File: src/common/gp_pkg.sv
// constants of the general purpose pin port: offsets, pin groups, reset values, timing
// assumes a 125 MHz mclk and a 64-byte register window on the bus
package gp_pkg;
	// register byte offsets inside the 64-byte window
	localparam logic [5:0] OFS_USE_SEL = 6'h00;
	localparam logic [5:0] OFS_IO_SEL = 6'h04;
	localparam logic [5:0] OFS_LEVEL = 6'h0c;
	localparam logic [5:0] OFS_TTL = 6'h14;
	localparam logic [5:0] OFS_BLINK = 6'h18;
	localparam logic [5:0] OFS_INVERT = 6'h2c;
	localparam logic [5:0] OFS_EVT_STS = 6'h30;
	localparam logic [5:0] OFS_ROUTE = 6'h34;
	localparam logic [5:0] OFS_GEN_CTL = 6'h38;
	localparam logic [5:0] OFS_IRQ_MASK = 6'h3c;
	// window size in address bits (64 bytes)
	localparam int WIN_BITS = 6;
	// pin groups
	localparam logic [31:0] IN_MASK = 32'h000039db;
	localparam logic [31:0] OUT_MASK = 32'h00ff0000;
	localparam logic [31:0] BIDIR_MASK = 32'h1b000000;
	localparam logic [31:0] MUX_MASK = 32'h0000081b;
	localparam logic [31:0] PIN_MASK = IN_MASK | OUT_MASK | BIDIR_MASK;
	// reset values
	localparam logic [31:0] USE_SEL_DEF = 32'h1a003180;
	localparam logic [31:0] LVL_DEF = 32'h1b3f0000;
	localparam logic [31:0] TTL_DEF = 32'h06630000;
	// field positions
	localparam int POS_PAIR5 = 25;
	localparam int POS_BLINK_PIN = 25;
	localparam int POS_OPEN_DRAIN = 22;
	localparam int POS_HIGH_PIN = 21;
	// power state codes on the power_state input
	localparam logic [2:0] PWR_S0 = 3'h0;
	localparam logic [2:0] PWR_S1 = 3'h1;
	localparam logic [2:0] PWR_S3 = 3'h3;
	// blink half period
	localparam int MCLK_HZ = 125000000;
	localparam int BLINK_HALF_MS = 500;
	localparam int BLINK_HALF_CYC = MCLK_HZ / 1000 * BLINK_HALF_MS;
	// bus answer states
	typedef enum logic {BUS_IDLE, BUS_ANSWER} gp_bus_t;
endpackage : gp_pkg

File: src/common/gp_smp_if.sv
// carrier between the port top and its input sampler
// assumes both ends run on the same mclk
`timescale 1ns/1ns
interface gp_smp_if;
	logic [31:0] pins; // raw pin levels
	logic [31:0] invert; // polarity per pin
	logic pci_clk; // working-state sample clock level
	logic rtc_clk; // sleep-state sample clock level
	logic use_rtc; // sample on rtc edges
	logic [31:0] hit; // one-cycle pulse: active on two samples
	modport sampler (input pins, input invert, input pci_clk, input rtc_clk, input use_rtc,
		output hit);
	modport owner (output pins, output invert, output pci_clk, output rtc_clk, output use_rtc,
		input hit);
endinterface : gp_smp_if

File: src/hw/gp_port.sv
// general purpose pin port: registers on Avalon-MM, pin muxing, sticky events, blink
// assumes pins and native signals synchronous to mclk; rst synchronous active high
// Functional notes
// - registers decoded in 64-byte base-selected window
// - muxed pins start in native function
// - use bit 0: pin 0 or pair A
// - use 1 and control 25 give pair 5
// - use bits 3,4: pins or pci interrupt lines
// - use bit 11: pin or smbus alert
// - input pin activity lands in event status
// - invert bit picks active level per input
// - status sticky after two active samples
// - working states sample on pci clock, except s1 on mobile (rtc clock)
// - sleep states sample on rtc clock
// - output pins drive their level bit
// - pin 22 open drain, others driven
// - desktop pin 21 comes up high
// - bidir pins: read pin in, drive out
// - blink enable toggles pin 25 periodically
// - status routable to sci or smi
`timescale 1ns/1ns
module gp_port #(
	parameter bit MOBILE = 1'b0, // mobile variant: rtc sampling in s1, pin 21 not forced high
	parameter int BLINK_HALF = gp_pkg::BLINK_HALF_CYC // blink half period in mclk cycles
) (
	input wire logic mclk,
	input wire logic rst,
	input wire logic [15:0] avs_address,
	input wire logic avs_read,
	input wire logic avs_write,
	input wire logic [31:0] avs_writedata,
	input wire logic [3:0] avs_byteenable,
	output logic [31:0] avs_readdata,
	output logic avs_waitrequest,
	input wire logic [15:6] io_window_base,
	input wire logic [2:0] power_state,
	input wire logic pci_clk,
	input wire logic rtc_clk,
	input wire logic [31:0] gpio_in,
	output logic [31:0] gpio_out,
	output logic [31:0] gpio_oe_n,
	output logic pci_req_a_n,
	input wire logic pci_gnt_a_n,
	output logic pci_req_b_n,
	input wire logic pci_gnt_b_n,
	output logic pci_req_5_n,
	input wire logic pci_gnt_5_n,
	output logic [1:0] pci_interrupt_lines,
	output logic smb_alert_n,
	output logic system_control_interrupt,
	output logic system_management_interrupt,
	output logic irq
);
	// all register state of the port
	typedef struct packed {
		gp_pkg::gp_bus_t bus; // bus answer phase
		logic [31:0] rdata; // read data held for the answer cycle
		logic [31:0] use_sel; // 1 = pin in general purpose use
		logic [31:0] io_sel; // 1 = bidir pin is an input
		logic [31:0] level; // pin_level_register
		logic [31:0] blink; // output_blink_enable
		logic [31:0] invert; // input_polarity_invert
		logic [31:0] evt_sts; // general_event_status, write one to clear
		logic [31:0] route; // 1 = smi, 0 = sci
		logic [31:0] gen_ctl; // general_control_register
		logic [31:0] irq_mask; // 1 = status bit reaches irq
		logic [31:0] blink_cnt; // cycles left in this blink half
		logic blink_phase; // current blink level
	} gp_state_t;

	// level reset: desktop variant keeps pin 21 high, mobile drops it
	localparam logic [31:0] LVL_RST = MOBILE ?
		(gp_pkg::LVL_DEF & ~(32'h1 << gp_pkg::POS_HIGH_PIN)) :
		(gp_pkg::LVL_DEF | (32'h1 << gp_pkg::POS_HIGH_PIN));
	localparam logic [31:0] BLINK_RELOAD = 32'(BLINK_HALF - 1);

	localparam gp_state_t RST_VAL = '{
		bus: gp_pkg::BUS_IDLE,
		rdata: 32'h0,
		use_sel: 32'h0,
		io_sel: 32'h0,
		level: LVL_RST & (gp_pkg::OUT_MASK | gp_pkg::BIDIR_MASK),
		blink: 32'h0,
		invert: 32'h0,
		evt_sts: 32'h0,
		route: 32'h0,
		gen_ctl: 32'h0,
		irq_mask: 32'h0,
		blink_cnt: BLINK_RELOAD,
		blink_phase: 1'b0
	};

	// byte enables widened to a bit mask
	function automatic logic [31:0] be_bits(input logic [3:0] be);
		be_bits = {{8{be[3]}}, {8{be[2]}}, {8{be[1]}}, {8{be[0]}}};
	endfunction : be_bits

	// byte-lane write of the writable bits only
	function automatic logic [31:0] wr_merge(input logic [31:0] old, input logic [31:0] wd,
		input logic [3:0] be, input logic [31:0] wmask);
		logic [31:0] m;
		m = be_bits(be) & wmask;
		wr_merge = (old & ~m) | (wd & m);
	endfunction : wr_merge

	// address lies in the window chosen by the base register
	function automatic logic in_window(input logic [15:0] addr, input logic [15:6] base);
		in_window = (addr[15:gp_pkg::WIN_BITS] == base);
	endfunction : in_window

	gp_state_t st;
	gp_state_t next_st;
	gp_smp_if smp ();

	logic req; // read or write pending
	logic hit_win; // request decodes in the window
	logic [5:0] ofs; // offset inside the window
	logic pair5; // pins 1 and 17 carry pair 5
	logic [31:0] gpio_use; // inputs currently owned by general purpose use
	logic [31:0] lvl_read; // level readback
	logic [31:0] rd_value; // decoded read value
	logic [31:0] sts_clr; // status bits cleared by this write
	logic wr_now; // write takes effect this edge
	logic [31:0] pin_drive; // output values for output and bidir pins
	logic [31:0] pending; // unmasked status

	assign req = avs_read | avs_write;
	assign hit_win = in_window(avs_address, io_window_base);
	assign ofs = {avs_address[5:2], 2'b00};
	assign wr_now = avs_write & hit_win & (st.bus == gp_pkg::BUS_ANSWER);
	// one wait cycle, then the answer
	assign avs_waitrequest = req & (st.bus == gp_pkg::BUS_IDLE);
	assign avs_readdata = st.rdata;

	// pair 5 needs both the use bit and the control bit
	assign pair5 = st.use_sel[1] & st.gen_ctl[gp_pkg::POS_PAIR5];
	// pin 1 as plain input only while use 1 is set and pair 5 is off
	assign gpio_use = (gp_pkg::IN_MASK & ~gp_pkg::MUX_MASK) |
		(st.use_sel & gp_pkg::MUX_MASK & ~{30'h0, pair5, 1'b0});

	// sampler hookup: sleep states switch to rtc edges
	assign smp.pins = gpio_in;
	assign smp.invert = st.invert;
	assign smp.pci_clk = pci_clk;
	assign smp.rtc_clk = rtc_clk;
	assign smp.use_rtc = (power_state >= gp_pkg::PWR_S3) ||
		(MOBILE && power_state == gp_pkg::PWR_S1);

	gp_sampler u_sampler (
		.mclk(mclk),
		.rst(rst),
		.smp(smp)
	);

	// level readback: bidir inputs show the pin, everything else the register
	always_comb begin
		lvl_read = st.level & gp_pkg::OUT_MASK;
		lvl_read = lvl_read | (gp_pkg::BIDIR_MASK & st.io_sel & gpio_in);
		lvl_read = lvl_read | (gp_pkg::BIDIR_MASK & ~st.io_sel & st.level);
	end

	// read decode; holes and unimplemented bits give zero
	always_comb begin
		rd_value = 32'h0;
		if (hit_win) begin
			case (ofs)
				gp_pkg::OFS_USE_SEL: rd_value = (st.use_sel & gp_pkg::MUX_MASK) |
					(gp_pkg::USE_SEL_DEF & ~gp_pkg::MUX_MASK & gp_pkg::PIN_MASK);
				gp_pkg::OFS_IO_SEL: rd_value = (st.io_sel & gp_pkg::BIDIR_MASK) | gp_pkg::IN_MASK;
				gp_pkg::OFS_LEVEL: rd_value = lvl_read;
				gp_pkg::OFS_TTL: rd_value = gp_pkg::TTL_DEF & gp_pkg::PIN_MASK;
				gp_pkg::OFS_BLINK: rd_value = st.blink;
				gp_pkg::OFS_INVERT: rd_value = st.invert;
				gp_pkg::OFS_EVT_STS: rd_value = st.evt_sts;
				gp_pkg::OFS_ROUTE: rd_value = st.route;
				gp_pkg::OFS_GEN_CTL: rd_value = st.gen_ctl;
				gp_pkg::OFS_IRQ_MASK: rd_value = st.irq_mask;
				default: rd_value = 32'h0;
			endcase
		end
	end

	// write-one-to-clear of status, only on the answer edge
	assign sts_clr = (wr_now && ofs == gp_pkg::OFS_EVT_STS) ?
		(avs_writedata & be_bits(avs_byteenable) & gp_pkg::IN_MASK) : 32'h0;

	// next state: bus handshake, register writes, status, blink
	always_comb begin
		next_st = st;
		// bus phase: idle -> answer takes one wait cycle
		case (st.bus)
			gp_pkg::BUS_IDLE: begin
				if (req) begin
					next_st.bus = gp_pkg::BUS_ANSWER;
					next_st.rdata = avs_read ? rd_value : 32'h0;
				end
			end
			gp_pkg::BUS_ANSWER: begin
				next_st.bus = gp_pkg::BUS_IDLE;
			end
			default: begin
				next_st.bus = gp_pkg::BUS_IDLE;
			end
		endcase
		// writes touch only implemented bits of each register
		if (wr_now) begin
			case (ofs)
				gp_pkg::OFS_USE_SEL: next_st.use_sel = wr_merge(st.use_sel, avs_writedata,
					avs_byteenable, gp_pkg::MUX_MASK);
				gp_pkg::OFS_IO_SEL: next_st.io_sel = wr_merge(st.io_sel, avs_writedata,
					avs_byteenable, gp_pkg::BIDIR_MASK);
				gp_pkg::OFS_LEVEL: next_st.level = wr_merge(st.level, avs_writedata,
					avs_byteenable, gp_pkg::OUT_MASK | gp_pkg::BIDIR_MASK);
				gp_pkg::OFS_BLINK: next_st.blink = wr_merge(st.blink, avs_writedata,
					avs_byteenable, 32'h1 << gp_pkg::POS_BLINK_PIN);
				gp_pkg::OFS_INVERT: next_st.invert = wr_merge(st.invert, avs_writedata,
					avs_byteenable, gp_pkg::IN_MASK);
				gp_pkg::OFS_ROUTE: next_st.route = wr_merge(st.route, avs_writedata,
					avs_byteenable, gp_pkg::IN_MASK);
				gp_pkg::OFS_GEN_CTL: next_st.gen_ctl = wr_merge(st.gen_ctl, avs_writedata,
					avs_byteenable, 32'h1 << gp_pkg::POS_PAIR5);
				gp_pkg::OFS_IRQ_MASK: next_st.irq_mask = wr_merge(st.irq_mask, avs_writedata,
					avs_byteenable, gp_pkg::IN_MASK);
				default: begin
					next_st.use_sel = st.use_sel;
				end
			endcase
		end
		// sticky status: a new hit beats a clear in the same cycle
		next_st.evt_sts = (st.evt_sts & ~sts_clr) | (smp.hit & gpio_use);
		// blink timer runs only while enabled, so the phase restarts cleanly
		if (st.blink[gp_pkg::POS_BLINK_PIN]) begin
			if (st.blink_cnt == 32'h0) begin
				next_st.blink_cnt = BLINK_RELOAD;
				next_st.blink_phase = ~st.blink_phase;
			end else begin
				next_st.blink_cnt = st.blink_cnt - 32'h1;
			end
		end else begin
			next_st.blink_cnt = BLINK_RELOAD;
			next_st.blink_phase = st.level[gp_pkg::POS_BLINK_PIN];
		end
	end

	// state register
	always_ff @(posedge mclk) begin
		if (rst) begin
			st <= RST_VAL;
		end else begin
			st <= next_st;
		end
	end

	// output pin values, with native grants muxed in
	always_comb begin
		pin_drive = st.level & (gp_pkg::OUT_MASK | gp_pkg::BIDIR_MASK);
		if (st.blink[gp_pkg::POS_BLINK_PIN]) begin
			pin_drive[gp_pkg::POS_BLINK_PIN] = st.blink_phase;
		end
		// native grants take pins 16 and 17 back from the level bits
		if (!st.use_sel[0]) begin
			pin_drive[16] = pci_gnt_a_n;
		end
		if (pair5) begin
			pin_drive[17] = pci_gnt_5_n;
		end else if (!st.use_sel[1]) begin
			pin_drive[17] = pci_gnt_b_n;
		end
		// open drain only ever pulls low
		pin_drive[gp_pkg::POS_OPEN_DRAIN] = 1'b0;
	end

	// pin enables: low while driving
	always_comb begin
		gpio_oe_n = ~(gp_pkg::OUT_MASK | (gp_pkg::BIDIR_MASK & ~st.io_sel));
		gpio_oe_n[gp_pkg::POS_OPEN_DRAIN] = st.level[gp_pkg::POS_OPEN_DRAIN];
	end
	assign gpio_out = pin_drive;

	// native inputs: idle high while the pin belongs to general purpose use
	assign pci_req_a_n = st.use_sel[0] ? 1'b1 : gpio_in[0];
	assign pci_req_b_n = (st.use_sel[1]) ? 1'b1 : gpio_in[1];
	assign pci_req_5_n = pair5 ? gpio_in[1] : 1'b1;
	assign pci_interrupt_lines[0] = st.use_sel[3] ? 1'b1 : gpio_in[3];
	assign pci_interrupt_lines[1] = st.use_sel[4] ? 1'b1 : gpio_in[4];
	assign smb_alert_n = st.use_sel[11] ? 1'b1 : gpio_in[11];

	// event routing: each unmasked status bit goes to sci or smi
	assign pending = st.evt_sts & st.irq_mask;
	assign system_control_interrupt = |(pending & ~st.route);
	assign system_management_interrupt = |(pending & st.route);
	assign irq = |pending;
endmodule : gp_port

File: src/hw/gp_sampler.sv
// input sampler: polarity, sample-clock choice, two-sample qualification
// assumes pci_clk and rtc_clk are slow levels synchronous to mclk
`timescale 1ns/1ns
module gp_sampler (
	input wire logic mclk,
	input wire logic rst,
	gp_smp_if.sampler smp
);
	// all sampler state
	typedef struct packed {
		logic pci_q; // last pci clock level
		logic rtc_q; // last rtc clock level
		logic [31:0] act_q; // activity at last sample
		logic [31:0] hit; // qualified activity pulse
	} gp_smp_state_t;

	gp_smp_state_t st;
	gp_smp_state_t next_st;
	logic tick;

	// sample edge of the chosen clock, then compare with the previous sample
	always_comb begin
		next_st = st;
		next_st.pci_q = smp.pci_clk;
		next_st.rtc_q = smp.rtc_clk;
		next_st.hit = '0;
		tick = smp.use_rtc ? (smp.rtc_clk & ~st.rtc_q) : (smp.pci_clk & ~st.pci_q);
		if (tick) begin
			// invert 1 makes a low level the active one
			next_st.act_q = (smp.pins ^ smp.invert) & gp_pkg::IN_MASK;
			next_st.hit = next_st.act_q & st.act_q;
		end
	end

	// state register
	always_ff @(posedge mclk) begin
		if (rst) begin
			st <= '0;
		end else begin
			st <= next_st;
		end
	end

	assign smp.hit = st.hit;
endmodule : gp_sampler

File: config.mk
export PLATFORM = sky130hd
export DESIGN_NAME = gp_port
export DESIGN_NICKNAME = d
export VERILOG_FILES = /design/src/common/gp_pkg.sv /design/src/common/gp_smp_if.sv /design/src/hw/gp_port.sv /design/src/hw/gp_sampler.sv
export SDC_FILE = /design/constraint.sdc
export NUM_CORES = 1
export LEC_CHECK = 0
export BUFFER_PORTS_ARGS = -buffer_cell sky130_fd_sc_hd__buf_2
export CORE_MARGIN = 2
export CORE_UTILIZATION = 54
export CTS_BUF_LIST = sky130_fd_sc_hd__clkbuf_4
export CTS_CLUSTER_DIAMETER = 40
export DETAILED_ROUTE_END_ITERATION = 10
export PLACE_DENSITY = 0.79
export SYNTH_ARGS = -nofsm -noshare
export SYNTH_HDL_FRONTEND = slang
export SYNTH_SLANG_ARGS = --single-unit
File: constraint.sdc
create_clock -name mclk -period 2.7 [get_ports mclk]
set_input_delay 0.675 -clock mclk [delete_from_list [all_inputs] [get_ports mclk]]
set_output_delay 0.675 -clock mclk [all_outputs]
set_load 0.03 [all_outputs]
# [Word-level counts from Yosys, hierarchy flattened]
# Cells that the tools add are included.
[op_classes] n_addsub=1 magnitude_cmp=1 n_eq_ne=11 mux=19 bitwise_logic=58 reduce_logical=17
[op_table] cell="$and 32x32->32" n=13
[op_table] cell="$or 32x32->32" n=10
[op_table] cell="$pmux 32 s10" n=1
[op_table] cell="$not 29->32" n=3
[op_table] cell="$reduce_or 32->1" n=3
[op_table] cell="$and 29x32->32" n=2
[op_table] cell="$and 32x29->32" n=2
[op_table] cell="$mux 32" n=2
[op_table] cell="$not 14->32" n=2
[op_table] cell="$mux 33" n=1
[op_table] cell="$and 12x32->32" n=1
[op_table] cell="$and 32x12->32" n=1
[op_table] cell="$and 32x14->32" n=1
[op_table] cell="$and 32x26->32" n=1
[op_table] cell="$logic_not 32->1" n=1
[op_table] cell="$not 12->32" n=1
[op_table] cell="$not 2->32" n=1
[op_table] cell="$not 26->32" n=1
[op_table] cell="$not 32->32" n=1
[op_table] cell="$or 24x32->32" n=1
[op_table] cell="$sub 32x1->32 const B" n=1
[op_table] cell="$not 29->29" n=1
[op_table] cell="$and 14x14->14" n=2
[op_table] cell="$eq 4x4->1 const B" n=5
[op_table] cell="18 further kinds" n=49
[word_totals] regBits=398 input_bits=106 out_inout_bits=106 elab_cells=124

# [Depth between registers and ports, before layout]
# Gate-level depths: netlist of the first run.
[logic_depth] ltp_word=8 depth_mapped=8 ltp_nobuf=7

# [By module]
# From an unflattened synthesis of the first run, not the netlist that was laid out.
[unflattened] hier_cells=885 area_unflattened_um2=7398.3
[by_module_without_submodules] mod="gp_port" instances=1 cells_per_inst=791 area_each_um2=6406.1 seq_area_each_um2=2382.3
[by_module_without_submodules] mod="gp_sampler" instances=1 cells_per_inst=94 area_each_um2=992.2 seq_area_each_um2=440.4

# [Worst setup path before layout of the first run]
# No wires, ideal clock.
[synth_path] kind="input to register" startpoint="in io_window_base[13] (netlist bit)" endpoint="reg with a tool-made name" setup_ns=0.141 t_arrival_ns=2.029 t_required_ns=2.559 setup_slack_ns=0.530 path_stages=7 n_path_buf=2 path_cell_list="xor2_1 > nor4_2 > and4_1 > buf_2 > and2_1 > clkbuf_1 > o211ai_1"
[synth_rtl] item="from (decl)" line="gp_port.sv:35" source="input wire logic [15:6] io_window_base,"

# [Worst setup path in the final report of the first run]
[layout_path] startpoint="reg st[140] (netlist bit)" endpoint="out irq"
[layout_between] elab_chain_len=2
[layout_lines] item="from (decl)" line="gp_port.sv:111" source="gp_state_t st;"
[layout_lines] item="from (signal assigned)" line="gp_port.sv:250" source="st <= next_st;"
[layout_lines] item="$and 32x32->32" line="gp_port.sv:289" source="assign pending = st.evt_sts & st.irq_mask;"
[layout_lines] item="$reduce_or 32->1" line="gp_port.sv:292" source="assign irq = |pending;"
[layout_lines] item="to (decl)" line="gp_port.sv:52" source="output logic irq"
# No other way between the ends.

==> impl_metrics.csv, run 1 <==
group,metric,value,unit
outcome,status,"finished, final reports clean",
power_and_ir_drop,peakVddDrop,0.430,mV
logic_synthesis,synthMuxAreaShare,6.56,%
logic_synthesis,seq_area_frac_synth,38.0,%
place,hpwl,13600,um
timing,fin_skew,0.0152,ns
clock_tree,cts_root_buf,"clkbuf_4",
logic_synthesis,yosys_warnings,0,
logic_synthesis,synth_xor_xnor_area_share,5.18,%
global_route,grt_pass1_vias,5993,
clock_tree,clk_pin_slew_worst_paths,0.13,ns
timing,slew_viol_final,0,
timing,rsz0062_at_grt,"no",
worst_setup_path,crit_type,"reg2out",
logic_synthesis,synth_compound_area_share,11.6,%
logic_synthesis,yosys.area_share.simple,25.6,%
layout,area_growth,8.95,%
worst_setup_path,end_kind,"output port",
drt,drc,0,
floorplanning,die_h,121,um
logic_synthesis,synthArstFlopShare,0,%
worst_setup_path,crit_slowest_cell,"dfxtp_1",
place,pre_cts_ws,0.260,ns
logic_synthesis,synth_cell_types,60,
timing,setup_violations,0,
timing,setup_tns,0,ns
floorplanning,die_area,14700,um^2
logic_synthesis,netlist_top_cells_area,"dfxtp_1 (38%), buf_4 (9.4%), nand2_1 (5.9%)",
drt,first_iter_violations,669,
floorplanning,die_w,121,um
drt,vias,6517,
timing,fin_crit_sh,91.7,%
clock_tree,hold_buffers,0,
logic_synthesis,syn_avg_cell_area,8.26,um^2
floorplanning,fp.coreArea,13300,um^2
layout,multi_input_area,3880,um^2
worst_setup_path,cp_top_family,"simple AND/OR/NAND/NOR gates",
logic_synthesis,synth_top_family_by_area,"simple AND/OR/NAND/NOR gates",
global_route,grt_first_pass_wirelength,29700,um
clock_tree,cts_buffers,17,
logic_synthesis,synth_adder_area_share,0.337,%
run,maxCapViolations,0,
clock_tree,clock_latency,0.55,ns
layout,fill_cells,1236,
power_and_ir_drop,pwr-share-seq,51.1,%
worst_setup_path,crit_required,2.03,ns
power_and_ir_drop,combPwrFrac,10.5,%
worst_setup_path,cp.arrival,1.80,ns
power_and_ir_drop,p_switching,1140,uW
clock_tree,cts_tree,"yes",
worst_setup_path,critPathBufInv,1,
drt,ant_nets,0,
clock_tree,cts_resized,0,
power_and_ir_drop,intPower,2980,uW
global_route,overflow,0,
power_and_ir_drop,clockPowerShare,38.4,%
logic_synthesis,synthCells,900,
clock_tree,h-tree-depth,4,
timing,worst_pin_slew,1.16,ns
power_and_ir_drop,p_per_area,509,nW/um^2
logic_synthesis,synth_top_cell_area_share,38.0,%
timing,slew_headroom,22.7,%
power_and_ir_drop,netSwitchingFraction,27.7,%
layout,final_layout_size_suffix_gt1_share,20.4,%
global_route,grt_antenna_before_repair,1,
logic_synthesis,synthTopCellsByCount,"dfxtp_1 (141), nand2_1 (117), buf_4 (93)",
min_path,hold_class,"in2reg",
worst_setup_path,critPathMaxStageDelay,0.42,ns
timing,hold_viol_final,0,
place,place_congestion,0.933,
global_route,grt_max_degree,63,
logic_synthesis,synth_seq_cells,141,
clock_tree,post_cts_buffers,0,
global_route,grt_util_all_layers,25.9,%
logic_synthesis,synth.most_common_cell,"dfxtp_1",
worst_setup_path,path_cells,"nand2_1 -> and4_1 -> and3_1 -> nand4b_1 -> buf_2",
floorplanning,ios,212,
drt,wl_per_cell,15.9,um
logic_synthesis,yosysTopAreaCell,"dfxtp_1",
floorplanning,initial_core_util,55.7,%
layout,fin_nets,1090,
clock_tree,cts_sinks,141,
layout,regArea,2820,um^2
power_and_ir_drop,p_leak,0.00345,uW
drt,viasPerCell,5.56,
timing,layout_setup_ws,0.224,ns
worst_setup_path,crit_fanout,4,
drt,drtPass1Iterations,7,
timing,min_period,2.48,ns
drt,drt-total-wl,18600,um
floorplanning,rows,42,
logic_synthesis,ys.flop_type,"dfxtp_1",
logic_synthesis,synth-edff-count,0,
logic_synthesis,syn_area,7440,um^2
clock_tree,clockBufferDepth,2,
worst_setup_path,start_kind,"register",
place,portBuffers,123,
timing,clock.fmax,0.404,GHz
[path summary, 6_finish.rpt]
| path | startpoint | end | slack (ns) | depth (start not counted) |
|---|---|---|---|---|
| max | st[140] | irq | 0.22 | 5 |
| min reg2reg | st[1] | st[1] | 0.42 | 1 |
| max reg2reg | st[29] | st[28] | 0.49 | 5 |
| min | avs_writedata[4] | st[133] | 0.34 | 2 |
[final cells by class]
| type | count | share of cell area (%) |
|---|---|---|
| antenna | 1 | 0.0309 |
| clock buffer | 19 | 1.76 |
| clock inverter | 13 | 2.33 |
| inverter | 16 | 0.741 |
| multi-input combinational | 662 | 47.9 |
| sequential | 141 | 34.8 |
| tap | 176 | 2.72 |
| timing repair buffer | 144 | 9.70 |
[worst register-to-register path, cell delays in order, from the launching register on]
cell and delay (ns):
dfxtp_1 0.35, or4_4 0.55, nand4bb_4 0.28, nor3_4 0.30, or2_1 0.49, nor2_1 0.11
[stage by stage]
step | total power (uW) | util, % | hold WS (ns) | instance area, um^2 | cells
after floorplan | 2500 | - | 0.371 | 7650 | 956
final | 4120 | 60.7 | 0.341 | 8100 | 1172
after CTS | 4120 | 60.7 | 0.314 | 8100 | 1171
after global routing | 4260 | 60.7 | 0.317 | 8100 | 1172
after detailed placement | 2570 | 58.2 | 0.397 | 7770 | 1139
after global placement | 2570 | 58.2 | 0.384 | 7770 | 1139
[power groups by stage]
stage / clock network (uW) / registers, uW / logic [uW]
after global routing: 1680 / 2110 / 468
after CTS: 1590 / 2100 / 426
after detailed placement: 0 / 2150 / 424
final: 1580 / 2100 / 433
after global placement: 0 / 2150 / 422
after floorplan: 0 / 2150 / 353
[metal layers]
layer,wire length [um],up-vias,global-route usage (%)
li1,-,3143,-
met1,8070,3013,34.1
met2,8520,320,41.5
met3,1640,41,6.44
met4,414,0,8.76
met5,0,-,0
[placed cells by master (no fill, tap or decap), types with 12 or more instances in the layout]
master	synthesis	layout
nand4_1	14	14
inv_1	15	15
conb_1	2	58
and3_1	21	21
nor2_1	55	55
a21oi_1	41	41
dfxtp_1	141	141
xor2_1	18	18
a31oi_1	12	12
buf_4	93	20
nor2b_1	16	16
nand2_1	117	117
o21ai_0	49	48
clkbuf_4	0	19
nor3_1	16	16
mux2i_1	42	42
buf_2	11	123
xnor2_1	26	26
nand3_1	49	49
[cell families after synthesis]
group / after synthesis
simple gates: 364
buf+inv: 153
compound gates: 146
flops: 141
mux: 48
xor+xnor: 44
fa+ha+maj: 2
other cells: 2
Note: power is estimated with default switching activity, not from simulation.
==> inputs of run 2 (changes only) <==
--- a/config.mk
+++ b/config.mk
@@ -5,13 +5,14 @@
 export SDC_FILE = /design/constraint.sdc
 export NUM_CORES = 1
 export LEC_CHECK = 0
-export BUFFER_PORTS_ARGS = -buffer_cell sky130_fd_sc_hd__buf_2
 export CORE_MARGIN = 2
-export CORE_UTILIZATION = 54
+export CORE_UTILIZATION = 65
 export CTS_BUF_LIST = sky130_fd_sc_hd__clkbuf_4
 export CTS_CLUSTER_DIAMETER = 40
 export DETAILED_ROUTE_END_ITERATION = 10
-export PLACE_DENSITY = 0.79
+export DONT_BUFFER_PORTS = 1
+export PLACE_DENSITY = 0.78
+export SETUP_SLACK_MARGIN = 0.4
 export SYNTH_ARGS = -nofsm -noshare
 export SYNTH_HDL_FRONTEND = slang
 export SYNTH_SLANG_ARGS = --single-unit
==> run 2 against run 1 <==
Against the previous run: first-iteration DRC count is 0.90% lower; via count is 2.4% lower; combinational power is 24% lower; worst hold slack worse by 0.18 ns; register-to-register slack worse by 0.02 ns; non-clock buffer count is 113 lower; final cell count is 13% lower; worst setup slack better by 0.029 ns; largest power group unchanged.
==> impl_metrics.csv, run 2 (synthesis results as in run 1) <==
group,metric,value,unit
floorplanning,die_area,12300,um^2
min_path,worstHoldPathCells,1,
global_route,grt_antenna_before_repair,0,
run,maxCapViolations,0,
timing,slew_viol_final,0,
clock_tree,clockBufferDepth,2,
place,place_inst,983,
timing,worst_pin_slew,0.812,ns
drt,drt-total-wl,20000,um
layout,layout.cells.non_filler,1025,
timing,clock.fmax,0.409,GHz
layout,n_antenna_cell,0,
place,pre_cts_ws,0.214,ns
layout,layout_common_cells,"dfxtp_1 (122), nand2_1 (113), conb_1 (58), nor2_1 (55), o21ai_0 (48)",
timing,rsz0062_at_grt,"yes",
layout,final_layout_size_suffix_gt1_share,13.6,%
timing,min_period,2.45,ns
timing,fin_crit_sh,90.6,%
drt,viasPerCell,6.20,
layout,fill_cells,965,
power_and_ir_drop,p_leak,0.00300,uW
clock_tree,hold_buffers,0,
drt,drtPass1Iterations,6,
timing,setup_tns,0,ns
drt,drc,0,
clock_tree,clock_latency,0.57,ns
clock_tree,cts_tree,"yes",
worst_setup_path,crit_fanout,4,
drt,ant_nets,0,
place,portBuffers,0,
timing,slew_headroom,45.7,%
floorplanning,rows,39,
layout,multi_input_area,3940,um^2
outcome,status,"finished, final reports clean",
clock_tree,clk_pin_slew_worst_paths,0.12,ns
timing,fin_skew,0.0163,ns
clock_tree,h-tree-depth,4,
layout,layout_commonest_cell,"dfxtp_1",
drt,vias,6360,
global_route,grt_pass1_vias,5986,
clock_tree,cts_sinks,141,
power_and_ir_drop,peakVddDrop,0.455,mV
layout,regArea,2850,um^2
floorplanning,die_h,111,um
worst_setup_path,end_kind,"output port",
worst_setup_path,crit_type,"reg2out",
global_route,grt_util_all_layers,31.3,%
place,place_congestion,1.02,
floorplanning,die_w,111,um
floorplanning,initial_core_util,66.0,%
worst_setup_path,crit_required,2.03,ns
min_path,hold_class,"in2reg",
timing,hold_viol_final,0,
worst_setup_path,worst_r2r_path_depth,5,
worst_setup_path,cp.arrival,1.77,ns
layout,area_growth,1.75,%
global_route,overflow,0,
clock_tree,cts_buffers,17,
worst_setup_path,start_kind,"register",
global_route,grt_first_pass_wirelength,30700,um
drt,wl_per_cell,19.5,um
timing,setup_violations,0,
floorplanning,fp.coreArea,11300,um^2
power_and_ir_drop,p_per_area,511,nW/um^2
global_route,grt_max_degree,46,
clock_tree,cts_root_buf,"clkbuf_4",
layout,fin_nets,977,
timing,layout_setup_ws,0.253,ns
layout,fin_util,67.1,%
drt,first_iter_violations,663,
floorplanning,ios,212,
place,hpwl,14300,um
[run 2: critical path: stages, from the launching register on]
cell and delay, ns:
dfxtp_2 0.37, nand2_2 0.09, and4_1 0.22, and3_1 0.16
nand4b_1 0.36
[run 2: final timing paths]
kind	from	to	slack (ns)
hold / removal	rst	register	0.16
setup / recovery	st[129]	irq	0.25
hold reg to reg	st[1]	st[1]	0.43
setup reg to reg	st[29]	st[18]	0.47
[run 2: stage by stage]
stage | instance area [um^2] | hold WS [ns] | power, uW
global route | 7570 | 0.123 | 3980
global placement | 7100 | 0.379 | 2460
CTS | 7530 | 0.140 | 3870
detailed placement | 7100 | 0.389 | 2470
floorplan | 7650 | 0.371 | 2500
finish | 7570 | 0.158 | 3870
[run 2: final cells by class]
cell class	count	area share, %
multi-input combinational	662	52.0
sequential	141	37.7
timing repair buffer	31	3.13
tap	143	2.36
clock inverter	15	2.28
clock buffer	17	1.69
inverter	16	0.843
[run 2: what timing repair did]
item	in CTS	in global routing
gates resized for setup	25	10
pin swaps	6	4
buffers inserted	9	1
endpoints found under the setup margin	4	4
[run 2: routing by layer]
| layer | vias to the layer above | part of all wire [%] | track usage, % |
|---|---|---|---|
| met5 | - | 0 | 0 |
| li1 | 2948 | - | - |
| met2 | 373 | 48 | 52.8 |
| met1 | 2993 | 38 | 37.6 |
| met3 | 46 | 11 | 8.47 |
| met4 | 0 | 2.8 | 13.6 |
[run 2: where the power goes]
part	total (uW)	switching (uW)	internal [uW]	leakage, uW
registers	2100	8.35	2100	0.00115
clock network	1430	796	638	0.000161
logic	331	253	78.7	0.00169
==> inputs of run 3 (changes only) <==
--- a/config.mk
+++ b/config.mk
@@ -12,6 +12,7 @@
 export DETAILED_ROUTE_END_ITERATION = 10
 export DONT_BUFFER_PORTS = 1
 export PLACE_DENSITY = 0.78
+export REMOVE_ABC_BUFFERS = 1
 export SETUP_SLACK_MARGIN = 0.4
 export SYNTH_ARGS = -nofsm -noshare
 export SYNTH_HDL_FRONTEND = slang
==> run 3 against run 2 <==
Against the previous run: clock-buffer cell count is the same; clock power grew 22%; non-clock buffer count shrank 7; worst setup slack gained 0.0016 ns; worst hold slack gained 0.016 ns; total power grew 7.9%; critical path depth is the same; utilization grew 0.10 points; sequential share of layout area shrank 0.089 points; via count shrank 1.8%; sequential cell count is the same; first-iteration DRC count shrank 21%; critical path type unchanged.
==> impl_metrics.csv, run 3 (synthesis results as in run 1) <==
group,metric,value,unit
outcome,status,"finished, final reports clean",
floorplanning,initial_core_util,66.0,%
worst_setup_path,end_kind,"output port",
worst_setup_path,r2r_start,"st[29]",
global_route,grt_first_pass_wirelength,30700,um
worst_setup_path,crit_type,"reg2out",
clock_tree,clockBufferDepth,2,
drt,drt-total-wl,18900,um
worst_setup_path,critPathMaxStageDelay,0.40,ns
layout,n_antenna_cell,0,
layout,fin_util,67.2,%
timing,fin_skew,0.0159,ns
layout,multi_input_area,3920,um^2
clock_tree,hold_buffers,0,
global_route,grt_pass1_vias,6112,
layout,area_growth,1.90,%
timing,slew_headroom,40.4,%
min_path,hp-start,"rst",
timing,setup_tns,0,ns
drt,first_iter_violations,522,
power_and_ir_drop,p_per_area,551,nW/um^2
worst_setup_path,ff2ff_setup_slack,0.50,ns
floorplanning,die_w,111,um
floorplanning,die_area,12300,um^2
layout,fin_nets,970,
clock_tree,clock_latency,0.56,ns
timing,fin_crit_sh,90.6,%
layout,regArea,2850,um^2
worst_setup_path,worst_r2r_path_depth,5,
worst_setup_path,crit_required,2.03,ns
worst_setup_path,crit_path_frequent_cell,"nand4_1",
drt,viasPerCell,6.14,
worst_setup_path,critPathBufInv,0,
timing,slew_viol_final,0,
layout,fill_cells,955,
place,portBuffers,0,
worst_setup_path,crit_slowest_cell,"nand4_1",
layout,layout_common_cells,"dfxtp_1 (126), nand2_1 (115), conb_1 (58), nor2_1 (55), o21ai_0 (48)",
layout,layout_commonest_cell,"dfxtp_1",
floorplanning,die_h,111,um
timing,min_period,2.45,ns
global_route,grt_max_degree,42,
floorplanning,rows,39,
worst_setup_path,cp.arrival,1.77,ns
drt,wl_per_cell,18.6,um
clock_tree,h-tree-depth,4,
drt,vias,6248,
worst_setup_path,timing.rr.end,"st[23]",
global_route,overflow,0,
global_route,grt_util_all_layers,31.1,%
timing,timing.hold.ws,0.174,ns
power_and_ir_drop,peakVddDrop,0.429,mV
min_path,hold_class,"in2reg",
clock_tree,cts_sinks,141,
global_route,grt_antenna_before_repair,0,
worst_setup_path,crit_fanout,4,
clock_tree,cts_tree,"yes",
place,pre_cts_ws,0.255,ns
run,maxCapViolations,0,
timing,clock.fmax,0.409,GHz
floorplanning,fp.coreArea,11300,um^2
drt,ant_nets,0,
timing,setup_violations,0,
min_path,worstHoldPathCells,1,
timing,rsz0062_at_grt,"yes",
clock_tree,clk_pin_slew_worst_paths,0.11,ns
worst_setup_path,cp_top_family,"simple AND/OR/NAND/NOR gates",
worst_setup_path,start_kind,"register",
power_and_ir_drop,p_leak,0.00297,uW
drt,drc,0,
layout,final_layout_size_suffix_gt1_share,12.0,%
clock_tree,cts_buffers,17,
timing,worst_pin_slew,0.890,ns
worst_setup_path,path_cells,"nand3_1 -> nand4_1 -> a311oi_2 -> nand4_1",
place,place_congestion,0.909,
timing,hold_viol_final,0,
clock_tree,cts_root_buf,"clkbuf_4",
min_path,min_delay_worst_endpoint,"u_sampler.st[39]",
timing,layout_setup_ws,0.254,ns
place,hpwl,13800,um
floorplanning,ios,212,
drt,drtPass1Iterations,5,
run 3: metrics by stage:
| stage | instances | total power [uW] | instance area [um^2] |
|---|---|---|---|
| after floorplan | 819 | 2410 | 6760 |
| after global placement | 979 | 2460 | 7080 |
| after detailed placement | 979 | 2470 | 7080 |
| after CTS | 1015 | 4190 | 7540 |
| after global routing | 1017 | 4310 | 7580 |
| final | 1017 | 4180 | 7580 |
run 3: how the worst max path moves through the flow:
stage / startpoint / endpoint / cells after the start
5_1_grt: st[140] / irq / 4
3_3_place_gp: io_window_base[15] / register / 6
4_1_cts: st[140] / system_management_interrupt / 4
6_report: st[132] / system_management_interrupt / 4
2_1_floorplan: io_window_base[15] / register / 5
3_5_place_dp: io_window_base[15] / register / 6
run 3: metal layers:
layer / track usage, % / vias up / share of wire (%)
li1: - / 2915 / -
met1: 39.5 / 2939 / 40
met2: 50.1 / 343 / 47
met3: 8.15 / 51 / 9.8
met4: 13.6 / 0 / 3.2
met5: 0 / - / 0
run 3: power breakdown:
group | switching, uW | internal, uW | leakage, uW
combinational | 247 | 76.3 | 0.00163
clock | 754 | 996 | 0.000192
sequential | 8.14 | 2090 | 0.00115
run 3: worst register-to-register path, delay by kind of cell (launching register included):
family | cells | cell delay, ns
flip-flops | 1 | 0.34
AND/OR/NAND/NOR | 5 | 1.73
run 3: cell type report:
type | instances | area share [%]
multi-input combinational | 662 | 51.7
sequential | 141 | 37.6
clock inverter | 14 | 3.27
timing repair buffer | 24 | 2.54
tap | 143 | 2.36
clock buffer | 17 | 1.68
inverter | 16 | 0.842
run 3: timing repair:
action,in CTS,in global routing
pin swaps,5,4
resized for setup,19,8
endpoints found under the setup margin,4,5
setup buffers,5,2
